[config.mk]
export PLATFORM = sky130hd
export DESIGN_NAME = cam_audio_ctrl
export DESIGN_NICKNAME = d
export VERILOG_FILES = /design/src/cam_pkg.sv /design/src/cam_audio_ctrl.sv
export SDC_FILE = /design/constraint.sdc
export NUM_CORES = 2
export LEC_CHECK = 0
export BUFFER_PORTS_ARGS = -buffer_cell sky130_fd_sc_hd__buf_2
export CORE_MARGIN = 2
export CORE_UTILIZATION = 60
export DETAILED_ROUTE_END_ITERATION = 12
export HOLD_SLACK_MARGIN = 0.12
export PLACE_DENSITY_LB_ADDON = 0.12
export SYNTH_ARGS = -nofsm -noshare
export SYNTH_HDL_FRONTEND = slang
export SYNTH_SLANG_ARGS = --single-unit
[constraint.sdc]
create_clock -name clk_sys -period 13.58 [get_ports clk_sys]
set_input_delay 2.037 -clock clk_sys [delete_from_list [all_inputs] [get_ports clk_sys]]
set_output_delay 2.037 -clock clk_sys [all_outputs]
set_load 0.02 [all_outputs]
[src/cam_pkg.sv]
package cam_pkg;

	// ----------------------------------------------------------------
	// register map
	// ----------------------------------------------------------------
	localparam int ADDR_W = 4;
	localparam logic [3:0] OFS_AUDIO = 4'h0;
	localparam logic [3:0] OFS_TRAV = 4'h4;
	localparam logic [3:0] OFS_STATUS = 4'h8;
	localparam logic [3:0] OFS_TRAV_LEFT = 4'hC;

	// ----------------------------------------------------------------
	// audio control word, nibble 1 in the top bits
	// ----------------------------------------------------------------
	typedef struct packed {
		logic [1:0] zero;
		logic mute;
		logic att_12db;
		logic meter_ctrl_hi;
		logic meter_ctrl_lo;
		logic dac_master_clock_select;
		logic sense_routing_select;
		logic dc_offset_disable;
		logic forced_mute;
		logic bass_boost_enable;
		logic bass_boost_level;
		logic atten_channel_select;
		logic [10:0] atten_value;
	} cam_cfg_t;

	localparam cam_cfg_t CFG_RST = '0;
	localparam int AUDIO_W = 24;
	localparam int TRAV_W = 16;
	localparam logic [10:0] ATTEN_UNITY = 11'h400;
	localparam logic [10:0] ATTEN_RST = 11'h400;
	localparam int ATTEN_SHIFT = 10;

	// status word field positions
	localparam int ST_METER_LSB = 0;
	localparam int ST_FLAG = 16;
	localparam int ST_DONE = 17;
	localparam int ST_MUTE = 18;
	localparam int ST_ZC_WAIT = 19;

	// ----------------------------------------------------------------
	// meter readout
	// ----------------------------------------------------------------
	localparam int RD_BITS = 96;
	localparam int SUBQ_BITS = 80;
	localparam int ABS_TIME_BITS = 24;
	localparam int PCM_ABS_W = 15;
	localparam logic [6:0] RD_LAST = 7'd95;

	typedef enum logic [1:0] {
		MODE_NORMAL = 2'b00,
		MODE_LEVEL = 2'b01,
		MODE_PEAK = 2'b10,
		MODE_NORMAL2 = 2'b11
	} cam_mode_t;

	// sense pin source when not routed to the readout
	localparam logic [1:0] SENSE_EXT = 2'h0;
	localparam logic [1:0] SENSE_COMP = 2'h1;
	localparam logic [1:0] SENSE_TRACK_CROSS_COUNT = 2'h2;

	// ----------------------------------------------------------------
	// timing
	// ----------------------------------------------------------------
	localparam int CLK_HZ = 10_000_000;
	localparam int ZC_LIMIT_MS = 1;
	localparam int SYNC_LOSS_MS = 35;
	localparam int ZC_LIMIT_CYC = ZC_LIMIT_MS * (CLK_HZ / 1000);
	localparam int SYNC_LOSS_CYC = SYNC_LOSS_MS * (CLK_HZ / 1000);
	localparam int TMR_W = 19;

endpackage

[src/cam_audio_ctrl.sv]
// Behaviour
// - mute on mute bit, mute pin, digital-out mute, bilingual both, peak mode.
// - mute when frame sync good low over 35 ms at normal speed.
// - first three causes and sync loss wait for zero cross, forced after 1 ms.
// - meter bits pick normal, level or peak; first bit gives double C2.
// - level readout is 80 subcode bits then 15-bit value and flag, LSB first.
// - channel flag high for left channel value, low for right.
// - level readout end clears value and toggles flag; tracking resumes; a sample arriving then with flag high loads the right value.
// - peak mode tracks maximum of both channels; readout keeps it.
// - peak value cleared by meter bits both zero or mute bit write.
// - peak mode holds absolute time of first good-CRC frame after new max.
// - peak mode readout ends with flag bit zero.
// - peak mode forces hold and interpolation to minus infinity.
// - master clock select bit picks 768Fs or 384Fs crystal.
// - routing bit puts readout on sense pin, clock from command clock.
// - third nibble holds DC offset off, forced mute, bass boost, level.
// - 11-bit attenuation per channel, select bit; common mode uses left.
// - gain is value over 1024; zero silent, 400H unity; values above 400H are held at unity.
// - traverse command loads 16-bit count, first nibble top bit is MSB.
// - fine search sled control off once programmed tracks counted.
// - traverse compare and crossing count shown on sense pin.
//
// The implementer's own choices: the address map and the plain strobed port.
`timescale 1ns/10ps
`default_nettype none

module cam_audio_ctrl #(
	parameter int ZC_CYC = cam_pkg::ZC_LIMIT_CYC,
	parameter int SYNC_CYC = cam_pkg::SYNC_LOSS_CYC
) (
	input wire logic clk_sys,
	input wire logic sys_rst,
	input wire logic [cam_pkg::ADDR_W-1:0] reg_addr,
	input wire logic [31:0] reg_wdata,
	input wire logic reg_wr,
	input wire logic reg_rd,
	output logic [31:0] reg_rdata,
	input wire logic readout_clock,
	input wire logic cmd_clock,
	input wire logic mute_pin,
	input wire logic frame_sync_good,
	input wire logic digital_out_enable_pin,
	input wire logic dout_mute_flag,
	input wire logic normal_speed,
	input wire logic bilingual_main_select,
	input wire logic bilingual_sub_select,
	input wire logic common_atten_mode,
	input wire logic zero_cross,
	input wire logic pcm_valid,
	input wire logic [15:0] pcm_left,
	input wire logic [15:0] pcm_right,
	input wire logic [cam_pkg::SUBQ_BITS-1:0] subq_data,
	input wire logic subq_crc_ok,
	input wire logic track_cross,
	input wire logic fine_search,
	input wire logic [1:0] sense_sel,
	input wire logic sense_in,
	output logic readout_serial_out,
	output logic sense_output,
	output logic audio_mute,
	output cam_pkg::cam_cfg_t cfg,
	output logic c2_double,
	output logic hold_interp_min_inf,
	output logic [10:0] atten_left,
	output logic [10:0] atten_right,
	output logic [15:0] pcm_out_left,
	output logic [15:0] pcm_out_right,
	output logic track_count_done,
	output logic track_cross_count,
	output logic sled_traverse_off
);
	import cam_pkg::*;

	// ----------------------------------------------------------------
	// helpers
	// ----------------------------------------------------------------
	function automatic logic [14:0] abs15(input logic [15:0] s);
		logic [15:0] n;
		n = s[15] ? (~s + 16'h0001) : s;
		return n[15] ? 15'h7FFF : n[14:0];
	endfunction

	function automatic logic [14:0] rev15(input logic [14:0] v);
		return {<<{v}};
	endfunction

	function automatic logic [15:0] scale(input logic [15:0] s,
		input logic [10:0] a);
		logic [10:0] ac;
		logic signed [27:0] p;
		ac = (a > ATTEN_UNITY) ? ATTEN_UNITY : a;
		p = 28'(signed'(s) * signed'({1'b0, ac}));
		return p[ATTEN_SHIFT+15:ATTEN_SHIFT];
	endfunction

	// ----------------------------------------------------------------
	// pin synchronisers, change taken when stages two and three agree
	// ----------------------------------------------------------------
	localparam int NP = 5;
	logic [NP-1:0] pin_raw, s1_q, s2_q, s3_q, pin_q, pin_d;
	assign pin_raw = {readout_clock, cmd_clock, mute_pin, frame_sync_good,
		digital_out_enable_pin};
	assign pin_d = (s2_q & s3_q) | (pin_q & (s2_q | s3_q));

	always_ff @(posedge clk_sys or posedge sys_rst) begin
		if (sys_rst) begin
			// stages start at the filtered level, no false edge
			s1_q <= '1;
			s2_q <= '1;
			s3_q <= '1;
			pin_q <= {NP{1'b1}};
		end else begin
			s1_q <= pin_raw;
			s2_q <= s1_q;
			s3_q <= s2_q;
			pin_q <= pin_d;
		end
	end

	wire rclk_pin = pin_q[4];
	wire cclk_pin = pin_q[3];
	wire mute_in = pin_q[2];
	wire fsg_in = pin_q[1];
	wire dout_en = pin_q[0];

	// ----------------------------------------------------------------
	// register port
	// ----------------------------------------------------------------
	cam_cfg_t cfg_q, wcfg;
	logic [TRAV_W-1:0] trav_q;
	logic [10:0] att_l_q, att_r_q;
	logic [31:0] rdata_q, rd_mux;
	assign wcfg = cam_cfg_t'(reg_wdata[AUDIO_W-1:0]);
	wire wr_audio = reg_wr && reg_addr == OFS_AUDIO;
	wire wr_trav = reg_wr && reg_addr == OFS_TRAV;
	wire mute_wr = wr_audio && wcfg.mute;
	wire [1:0] mode = {cfg_q.meter_ctrl_hi, cfg_q.meter_ctrl_lo};
	wire level_mode = mode == MODE_LEVEL;
	wire peak_mode = mode == MODE_PEAK;

	always_ff @(posedge clk_sys or posedge sys_rst) begin
		if (sys_rst) begin
			cfg_q <= CFG_RST;
			att_l_q <= ATTEN_RST;
			att_r_q <= ATTEN_RST;
		end else if (wr_audio) begin
			cfg_q <= wcfg;
			if (wcfg.atten_channel_select) begin
				att_r_q <= wcfg.atten_value;
			end else begin
				att_l_q <= wcfg.atten_value;
			end
		end
	end

	// ----------------------------------------------------------------
	// mute gathering
	// ----------------------------------------------------------------
	logic [TMR_W-1:0] sync_tmr_q, zc_tmr_q;
	logic zc_mute_q, mute_q;
	localparam logic [TMR_W-1:0] SYNC_LIM = TMR_W'(SYNC_CYC);
	localparam logic [TMR_W-1:0] ZC_LAST = TMR_W'(ZC_CYC - 1);
	wire sync_lost = sync_tmr_q >= SYNC_LIM;
	wire cause_zc = cfg_q.mute | mute_in | (dout_mute_flag & dout_en) |
		sync_lost;
	wire cause_now = (bilingual_main_select & bilingual_sub_select) |
		peak_mode;
	wire zc_fire = zero_cross || zc_tmr_q == ZC_LAST;

	always_ff @(posedge clk_sys or posedge sys_rst) begin
		if (sys_rst) begin
			sync_tmr_q <= '0;
		end else if (fsg_in || !normal_speed) begin
			sync_tmr_q <= '0;
		end else if (!sync_lost) begin
			sync_tmr_q <= sync_tmr_q + 1'b1;
		end
	end

	always_ff @(posedge clk_sys or posedge sys_rst) begin
		if (sys_rst) begin
			zc_tmr_q <= '0;
			zc_mute_q <= 1'b0;
		end else if (!cause_zc) begin
			zc_tmr_q <= '0;
			zc_mute_q <= 1'b0;
		end else if (!zc_mute_q) begin
			zc_mute_q <= zc_fire;
			zc_tmr_q <= zc_fire ? zc_tmr_q : zc_tmr_q + 1'b1;
		end
	end

	always_ff @(posedge clk_sys or posedge sys_rst) begin
		if (sys_rst) begin
			mute_q <= 1'b1;
		end else begin
			mute_q <= zc_mute_q | cause_now;
		end
	end

	// ----------------------------------------------------------------
	// level and peak meter
	// ----------------------------------------------------------------
	logic [14:0] meter_q;
	logic flag_q, abs_pend_q;
	logic [ABS_TIME_BITS-1:0] abs_q;
	logic [6:0] bit_q;
	logic [RD_BITS-1:0] sreg_q;
	logic rclk_prev_q;
	wire [14:0] abs_l = abs15(pcm_left);
	wire [14:0] abs_r = abs15(pcm_right);
	wire [14:0] lvl_s = flag_q ? abs_l : abs_r;
	wire [14:0] pk_s = (abs_l > abs_r) ? abs_l : abs_r;
	wire [14:0] smp = peak_mode ? pk_s : lvl_s;
	wire new_max = pcm_valid && (level_mode || peak_mode) && smp > meter_q;
	wire rclk = cfg_q.sense_routing_select ? cclk_pin : rclk_pin;
	wire rise = rclk && !rclk_prev_q;
	wire rd_done = rise && bit_q == RD_LAST;
	wire peak_clr = mode == MODE_NORMAL || mute_wr;

	always_ff @(posedge clk_sys or posedge sys_rst) begin
		if (sys_rst) begin
			meter_q <= '0;
			flag_q <= 1'b1;
		end else if (peak_clr) begin
			meter_q <= '0;
		end else if (rd_done && level_mode) begin
			meter_q <= (pcm_valid && flag_q) ? abs_r : '0;
			flag_q <= !flag_q;
		end else if (new_max) begin
			meter_q <= smp;
		end
	end

	always_ff @(posedge clk_sys or posedge sys_rst) begin
		if (sys_rst) begin
			abs_pend_q <= 1'b0;
			abs_q <= '0;
		end else if (!peak_mode) begin
			abs_pend_q <= 1'b0;
			abs_q <= subq_data[ABS_TIME_BITS-1:0];
		end else begin
			if (subq_crc_ok && abs_pend_q) begin
				abs_q <= subq_data[ABS_TIME_BITS-1:0];
			end
			abs_pend_q <= new_max || (abs_pend_q && !subq_crc_ok);
		end
	end

	// ----------------------------------------------------------------
	// serial readout, advances on each rising edge of the readout clock, or of the command clock when routed to the sense pin
	// ----------------------------------------------------------------
	wire flag_bit = level_mode ? flag_q : 1'b0;
	wire [14:0] meter_out = (level_mode || peak_mode) ? meter_q : '0;
	wire [RD_BITS-1:0] rd_word = {subq_data[SUBQ_BITS-1:ABS_TIME_BITS],
		abs_q, rev15(meter_out), flag_bit};

	always_ff @(posedge clk_sys or posedge sys_rst) begin
		if (sys_rst) begin
			rclk_prev_q <= 1'b1;
			bit_q <= '0;
			sreg_q <= '0;
		end else begin
			rclk_prev_q <= rclk;
			if (rd_done) begin
				bit_q <= '0;
			end else if (rise) begin
				bit_q <= bit_q + 1'b1;
				sreg_q <= {sreg_q[RD_BITS-2:0], 1'b0};
			end else if (bit_q == '0) begin
				sreg_q <= rd_word;
			end
		end
	end

	// ----------------------------------------------------------------
	// traverse monitor count
	// ----------------------------------------------------------------
	logic done_q, track_cross_count_q;

	always_ff @(posedge clk_sys or posedge sys_rst) begin
		if (sys_rst) begin
			trav_q <= '0;
			done_q <= 1'b0;
			track_cross_count_q <= 1'b0;
		end else if (wr_trav) begin
			trav_q <= reg_wdata[TRAV_W-1:0];
			done_q <= 1'b0;
		end else if (track_cross) begin
			track_cross_count_q <= !track_cross_count_q;
			if (trav_q != '0) begin
				trav_q <= trav_q - 1'b1;
				done_q <= trav_q == 16'h0001;
			end
		end
	end

	// ----------------------------------------------------------------
	// read mux and registered outputs
	// ----------------------------------------------------------------
	logic [31:0] status;
	assign status = {12'h000, zc_tmr_q != '0 && !zc_mute_q, mute_q,
		done_q, flag_q, 1'b0, meter_q};
	assign rd_mux = (reg_addr == OFS_AUDIO) ? {8'h00, cfg_q} :
		(reg_addr == OFS_STATUS) ? status :
		(reg_addr == OFS_TRAV_LEFT) ? {16'h0000, trav_q} : 32'h0000_0000;
	wire [10:0] att_r_eff = common_atten_mode ? att_l_q : att_r_q;
	wire mute_all = mute_q | cfg_q.forced_mute;
	wire sense_d = cfg_q.sense_routing_select ? sreg_q[RD_BITS-1] :
		(sense_sel == SENSE_COMP) ? done_q :
		(sense_sel == SENSE_TRACK_CROSS_COUNT) ? track_cross_count_q : sense_in;

	always_ff @(posedge clk_sys or posedge sys_rst) begin
		if (sys_rst) begin
			rdata_q <= '0;
			readout_serial_out <= 1'b0;
			sense_output <= 1'b0;
			audio_mute <= 1'b1;
			atten_left <= ATTEN_RST;
			atten_right <= ATTEN_RST;
			pcm_out_left <= '0;
			pcm_out_right <= '0;
			sled_traverse_off <= 1'b0;
		end else begin
			rdata_q <= reg_rd ? rd_mux : '0;
			readout_serial_out <= sreg_q[RD_BITS-1];
			sense_output <= sense_d;
			audio_mute <= mute_all;
			atten_left <= att_l_q;
			atten_right <= att_r_eff;
			sled_traverse_off <= fine_search && done_q;
			if (pcm_valid) begin
				pcm_out_left <= mute_all ? '0 : scale(pcm_left, att_l_q);
				pcm_out_right <= mute_all ? '0 : scale(pcm_right, att_r_eff);
			end
		end
	end

	assign reg_rdata = rdata_q;
	assign cfg = cfg_q;
	assign c2_double = cfg_q.meter_ctrl_hi;
	assign hold_interp_min_inf = cfg_q.meter_ctrl_hi &&
		!cfg_q.meter_ctrl_lo;
	assign track_count_done = done_q;
	assign track_cross_count = track_cross_count_q;
endmodule

`default_nettype wire

==> metrics.txt <==
# TYPE chip_impl_metric gauge
chip_impl_info{name="status",value="finished, final reports clean"} 1
chip_impl_metric{name="post_cts.repair.setup_buffers",unit=""} 0
chip_impl_metric{name="postLayoutCellArea",unit="sq um"} 31720
chip_impl_metric{name="globalRoute.totalOverflow",unit=""} 0
chip_impl_metric{name="number_of_clock_sinks",unit=""} 351
chip_impl_info{name="clock_tree_root_buffer_cell",value="clkbuf_16"} 1
chip_impl_metric{name="max-clock-path-buffers",unit=""} 3
chip_impl_info{name="post-synth-top-area-cell",value="dfrtp_1"} 1
chip_impl_metric{name="max-cap-violations",unit=""} 0
chip_impl_metric{name="setup_tns",unit="ps"} 0
chip_impl_metric{name="total_cts_buffers",unit=""} 39
chip_impl_metric{name="core",unit="sq um"} 47450
chip_impl_info{name="cpLargestDelayFamily",value="adder cells"} 1
chip_impl_metric{name="die_w",unit="microns"} 222.7
chip_impl_info{name="crit_path_frequent_cell",value="fa_1"} 1
chip_impl_metric{name="clk_latency",unit="ps"} 570
chip_impl_metric{name="finalSetupViolCount",unit=""} 0
chip_impl_metric{name="period_minus_slack",unit="ps"} 8769
chip_impl_info{name="critPathCaptureType",value="register"} 1
chip_impl_info{name="timing.hold.worst.class",value="reg -> reg"} 1
chip_impl_info{name="path_cells",value="buf_2, mux2i_1, a31oi_4, and2_1, nor2_1, nand2_1, fa_1, fa_1, inv_1, fa_1, fa_1, inv_1, fa_1, inv_1, ha_1, a21o_1, or3_1, nor4_4, o31ai_4, a31o_2, a211oi_1, o41ai_2"} 1
chip_impl_metric{name="first_global_vias",unit=""} 22950
chip_impl_metric{name="power.density_cell_area",unit="nW/um^2"} 214.8
chip_impl_metric{name="finalNetCount",unit=""} 3896
chip_impl_metric{name="gpl.final_weighted_congestion",unit=""} 0.9147
chip_impl_metric{name="rows",unit=""} 80
chip_impl_metric{name="detailedRoute.firstIterationViolations",unit=""} 1571
chip_impl_metric{name="vdd_ir_drop_max",unit="mV"} 0.3346
chip_impl_info{name="slowest_stage",value="nor2_1"} 1
chip_impl_metric{name="hpwlAfterDp",unit="microns"} 52550
chip_impl_metric{name="crit_path_max_incr_delay",unit="ps"} 830
chip_impl_info{name="yosys_most_used_dff",value="dfrtp_1"} 1
chip_impl_metric{name="synth_top_area_share",unit="%"} 28.17
chip_impl_metric{name="clock_skew",unit="ps"} 34.29
chip_impl_metric{name="cp.depth",unit=""} 22
chip_impl_metric{name="initial_antenna_violation_count",unit=""} 4
chip_impl_metric{name="dieArea",unit="sq um"} 49590
chip_impl_info{name="synth.cells.most_frequent",value="543 x nand2_1, 457 x inv_1, 323 x dfrtp_1, 304 x fa_1, 203 x nor2_1"} 1
chip_impl_info{name="rsz0062_at_grt",value="no"} 1
chip_impl_metric{name="initial_utilization",unit="%"} 60.48
chip_impl_metric{name="fmaxAchievable",unit="MHz"} 114.0
chip_impl_metric{name="final_min_period_over_clock_period",unit="%"} 64.57
chip_impl_metric{name="synth.ff_latch_count",unit=""} 351
chip_impl_metric{name="cts-resized-gates",unit=""} 0
chip_impl_metric{name="critPathRequiredTime",unit="ps"} 14020
chip_impl_metric{name="synth.lib_cells_used.distinct",unit=""} 84
chip_impl_metric{name="slew_headroom",unit="%"} 8.745
chip_impl_metric{name="tightestPinTransition",unit="ps"} 1366
chip_impl_metric{name="first_pass_iters",unit=""} 5
chip_impl_metric{name="area_overhead_of_the_layout_relative_to_synthesis",unit="%"} 10.54
chip_impl_info{name="timing.critical_path.from_type",value="input port"} 1
chip_impl_metric{name="drt-vias-per-instance",unit=""} 5.566
chip_impl_metric{name="worstPathArrival",unit="ps"} 9210
chip_impl_metric{name="synth.yosys.seq_area_share",unit="%"} 30.73
chip_impl_metric{name="ant_nets",unit=""} 0
chip_impl_info{name="crit_type",value="in -> reg"} 1
chip_impl_metric{name="crit_fanout",unit=""} 17
chip_impl_metric{name="io-pin-count",unit=""} 288
chip_impl_metric{name="average_size_of_a_mapped_cell",unit="sq um"} 9.304
chip_impl_metric{name="worst_hold_path.num_cells",unit=""} 0
chip_impl_metric{name="postSynthCellCount",unit=""} 3084
chip_impl_metric{name="r2r.worst_path.cells",unit=""} 22
chip_impl_metric{name="leakagePower",unit="uW"} 0.01585
chip_impl_metric{name="via_count",unit=""} 21830
chip_impl_metric{name="grt_start_max_net_pins",unit=""} 135
chip_impl_metric{name="timing_max_transition_violations_final",unit=""} 0
chip_impl_metric{name="placed_area",unit="sq um"} 30430
chip_impl_metric{name="grt_use_total",unit="%"} 29.43
chip_impl_metric{name="synth.yosys.warnings",unit=""} 0
chip_impl_info{name="post-synth-top-count-cell",value="nand2_1"} 1
chip_impl_metric{name="nFillCells",unit=""} 3894
chip_impl_metric{name="asyncSetResetFlopFracSynth",unit="%"} 100.0
chip_impl_metric{name="syn_area",unit="sq um"} 28700
chip_impl_metric{name="wl_per_cell",unit="microns"} 17.86
chip_impl_metric{name="clkTransAtPathRegs",unit="ps"} 60
chip_impl_metric{name="h-tree-depth",unit=""} 2
chip_impl_metric{name="port_buffers",unit=""} 271
chip_impl_metric{name="drc",unit=""} 0
chip_impl_info{name="cts_tree",value="built"} 1
chip_impl_metric{name="synth-edff-count",unit=""} 0
chip_impl_metric{name="cts_hold_repair.buffers",unit=""} 0
chip_impl_metric{name="finalHoldViolations",unit=""} 0
chip_impl_metric{name="postRouteWirelength",unit="microns"} 70040
chip_impl_metric{name="drive_gt1_share",unit="%"} 14.77
chip_impl_metric{name="wire_length_of_the_first_global_routing_pass",unit="microns"} 117700
chip_impl_metric{name="floorplan.die.height",unit="microns"} 222.7
chip_impl_metric{name="critical_path.n_buffers_inverters",unit=""} 4
chip_impl_info{name="top_cells_by_area_in_the_synthesized_netlist",value="dfrtp_1 28%, fa_1 21%, nand2_1 7.1%"} 1
## path summary, 6_finish.rpt
check	from	end	slack, ps
worst max-delay path	common_atten_mode	pcm_out_right[10]	4810
worst min-delay path	s1_q[3]	s2_q[3]	350
worst max register to register	att_l_q[10]	pcm_out_right[10]	5940
worst min register to register	s1_q[3]	s2_q[3]	350
max in group asynchronous	sys_rst	sreg_q[40]	10270
min in group asynchronous	sys_rst	atten_left[9]	1610
## registers in the layout (all words and copies together) (netlist names), 7 cells and up
register / count
zc_tmr_q: 19
cfg: 23
atten_right: 11
att_r_q: 11
trav_q: 16
reg_rdata: 24
att_l_q: 11
sreg_q: 96
bit_q: 7
sync_tmr_q: 19
atten_left: 11
meter_q: 15
pcm_out_left: 16
pcm_out_right: 16
abs_q: 24
## cell type report
cell class	instances	area [sq um]	area share, %
inverter	460	1734	5.467
antenna	3	7.507	0.02367
clock inverter	17	161.4	0.5089
timing repair buffer	297	1551	4.891
multi-input combinational	2124	17560	55.36
tap	615	769.5	2.426
sequential	351	8818	27.80
clock buffer	55	1117	3.523
## metrics by stage
stage	utilization (%)	hold slack (ps)	instances	power (uW)	setup slack, ps
detailed placement	64.14	346.9	3847	5724	4268
global placement	64.14	346.4	3847	5595	4341
finish	66.85	347.8	3922	6815	4811
CTS	66.84	348.0	3919	6861	4859
floorplan	-	345.2	3091	4688	1854
global route	66.85	357.7	3922	7517	4338
## logic make-up (layout without fill, tap and decap cells)
logic type / Yosys count / in the layout / share of synthesized area (%)
xor gates and xnor gates: 120 / 120 / 3.663
and+or+nand+nor: 1072 / 1072 / 17.20
adders and majority gates: 458 / 458 / 27.88
buffers and inverters: 616 / 829 / 8.276
AOI/OAI and AO/OA: 384 / 384 / 9.096
DFF: 351 / 351 / 30.73
muxes: 82 / 82 / 3.144
other: 1 / 11 / 0.01307
## placed cells by master (no fill, tap or decap), types with 9 or more instances in the layout
cell type / synthesis / routed
fa_1: 304 / 304
a21oi_1: 67 / 67
xnor2_1: 72 / 72
o21a_1: 9 / 9
nor3_1: 24 / 24
nor2_1: 203 / 202
and2_1: 137 / 137
nor4_1: 10 / 10
o2bb2ai_1: 27 / 27
inv_1: 457 / 456
nand4_1: 17 / 17
dfrtp_1: 323 / 323
nand3_1: 39 / 39
mux2_2: 61 / 61
ha_1: 149 / 149
o21ai_0: 60 / 59
nor2b_1: 19 / 19
nand2_1: 543 / 543
a211oi_1: 13 / 13
and3_1: 15 / 15
a21o_1: 21 / 21
clkbuf_1: 133 / 9
or3_1: 11 / 11
clkinv_2: 0 / 9
mux2i_1: 20 / 20
clkbuf_16: 0 / 40
xor2_1: 48 / 48
nand2b_1: 9 / 9
a22o_1: 9 / 9
a31oi_1: 102 / 102
buf_2: 5 / 271
dfstp_2: 28 / 28
buf_4: 9 / 26
## worst register-to-register path, delay by kind of cell, from the launching register on
kind / cells / cell delay (ps)
AND/OR/NAND/NOR: 4 / 1320
multiplexers: 1 / 370
flip-flops: 1 / 920
adder cells (fa/ha/maj): 6 / 2860
AO/OA/AOI/OAI: 7 / 1830
buffers and inverters: 4 / 220
## per-layer routing
| metal | vias to the layer above | wire length (microns) | GRT usage, % | share of wire [%] |
|---|---|---|---|---|
| met4 | 2 | 1826 | 8.963 | 2.6 |
| met5 | - | 10 | 0 | 0.014 |
| met3 | 113 | 3623 | 3.994 | 5.2 |
| met1 | 10880 | 30760 | 41.14 | 44 |
| li1 | 10190 | - | - | - |
| met2 | 649 | 33820 | 48.20 | 48 |
## report_power, final
group | switching, uW | internal, uW | leakage [uW]
sequential | 216 | 1340 | 0.00434
clock | 442 | 616 | 0.000627
combinational | 2460 | 1730 | 0.0109
total | 3120 | 3690 | 0.0158
(Power assumes the default switching activity.)
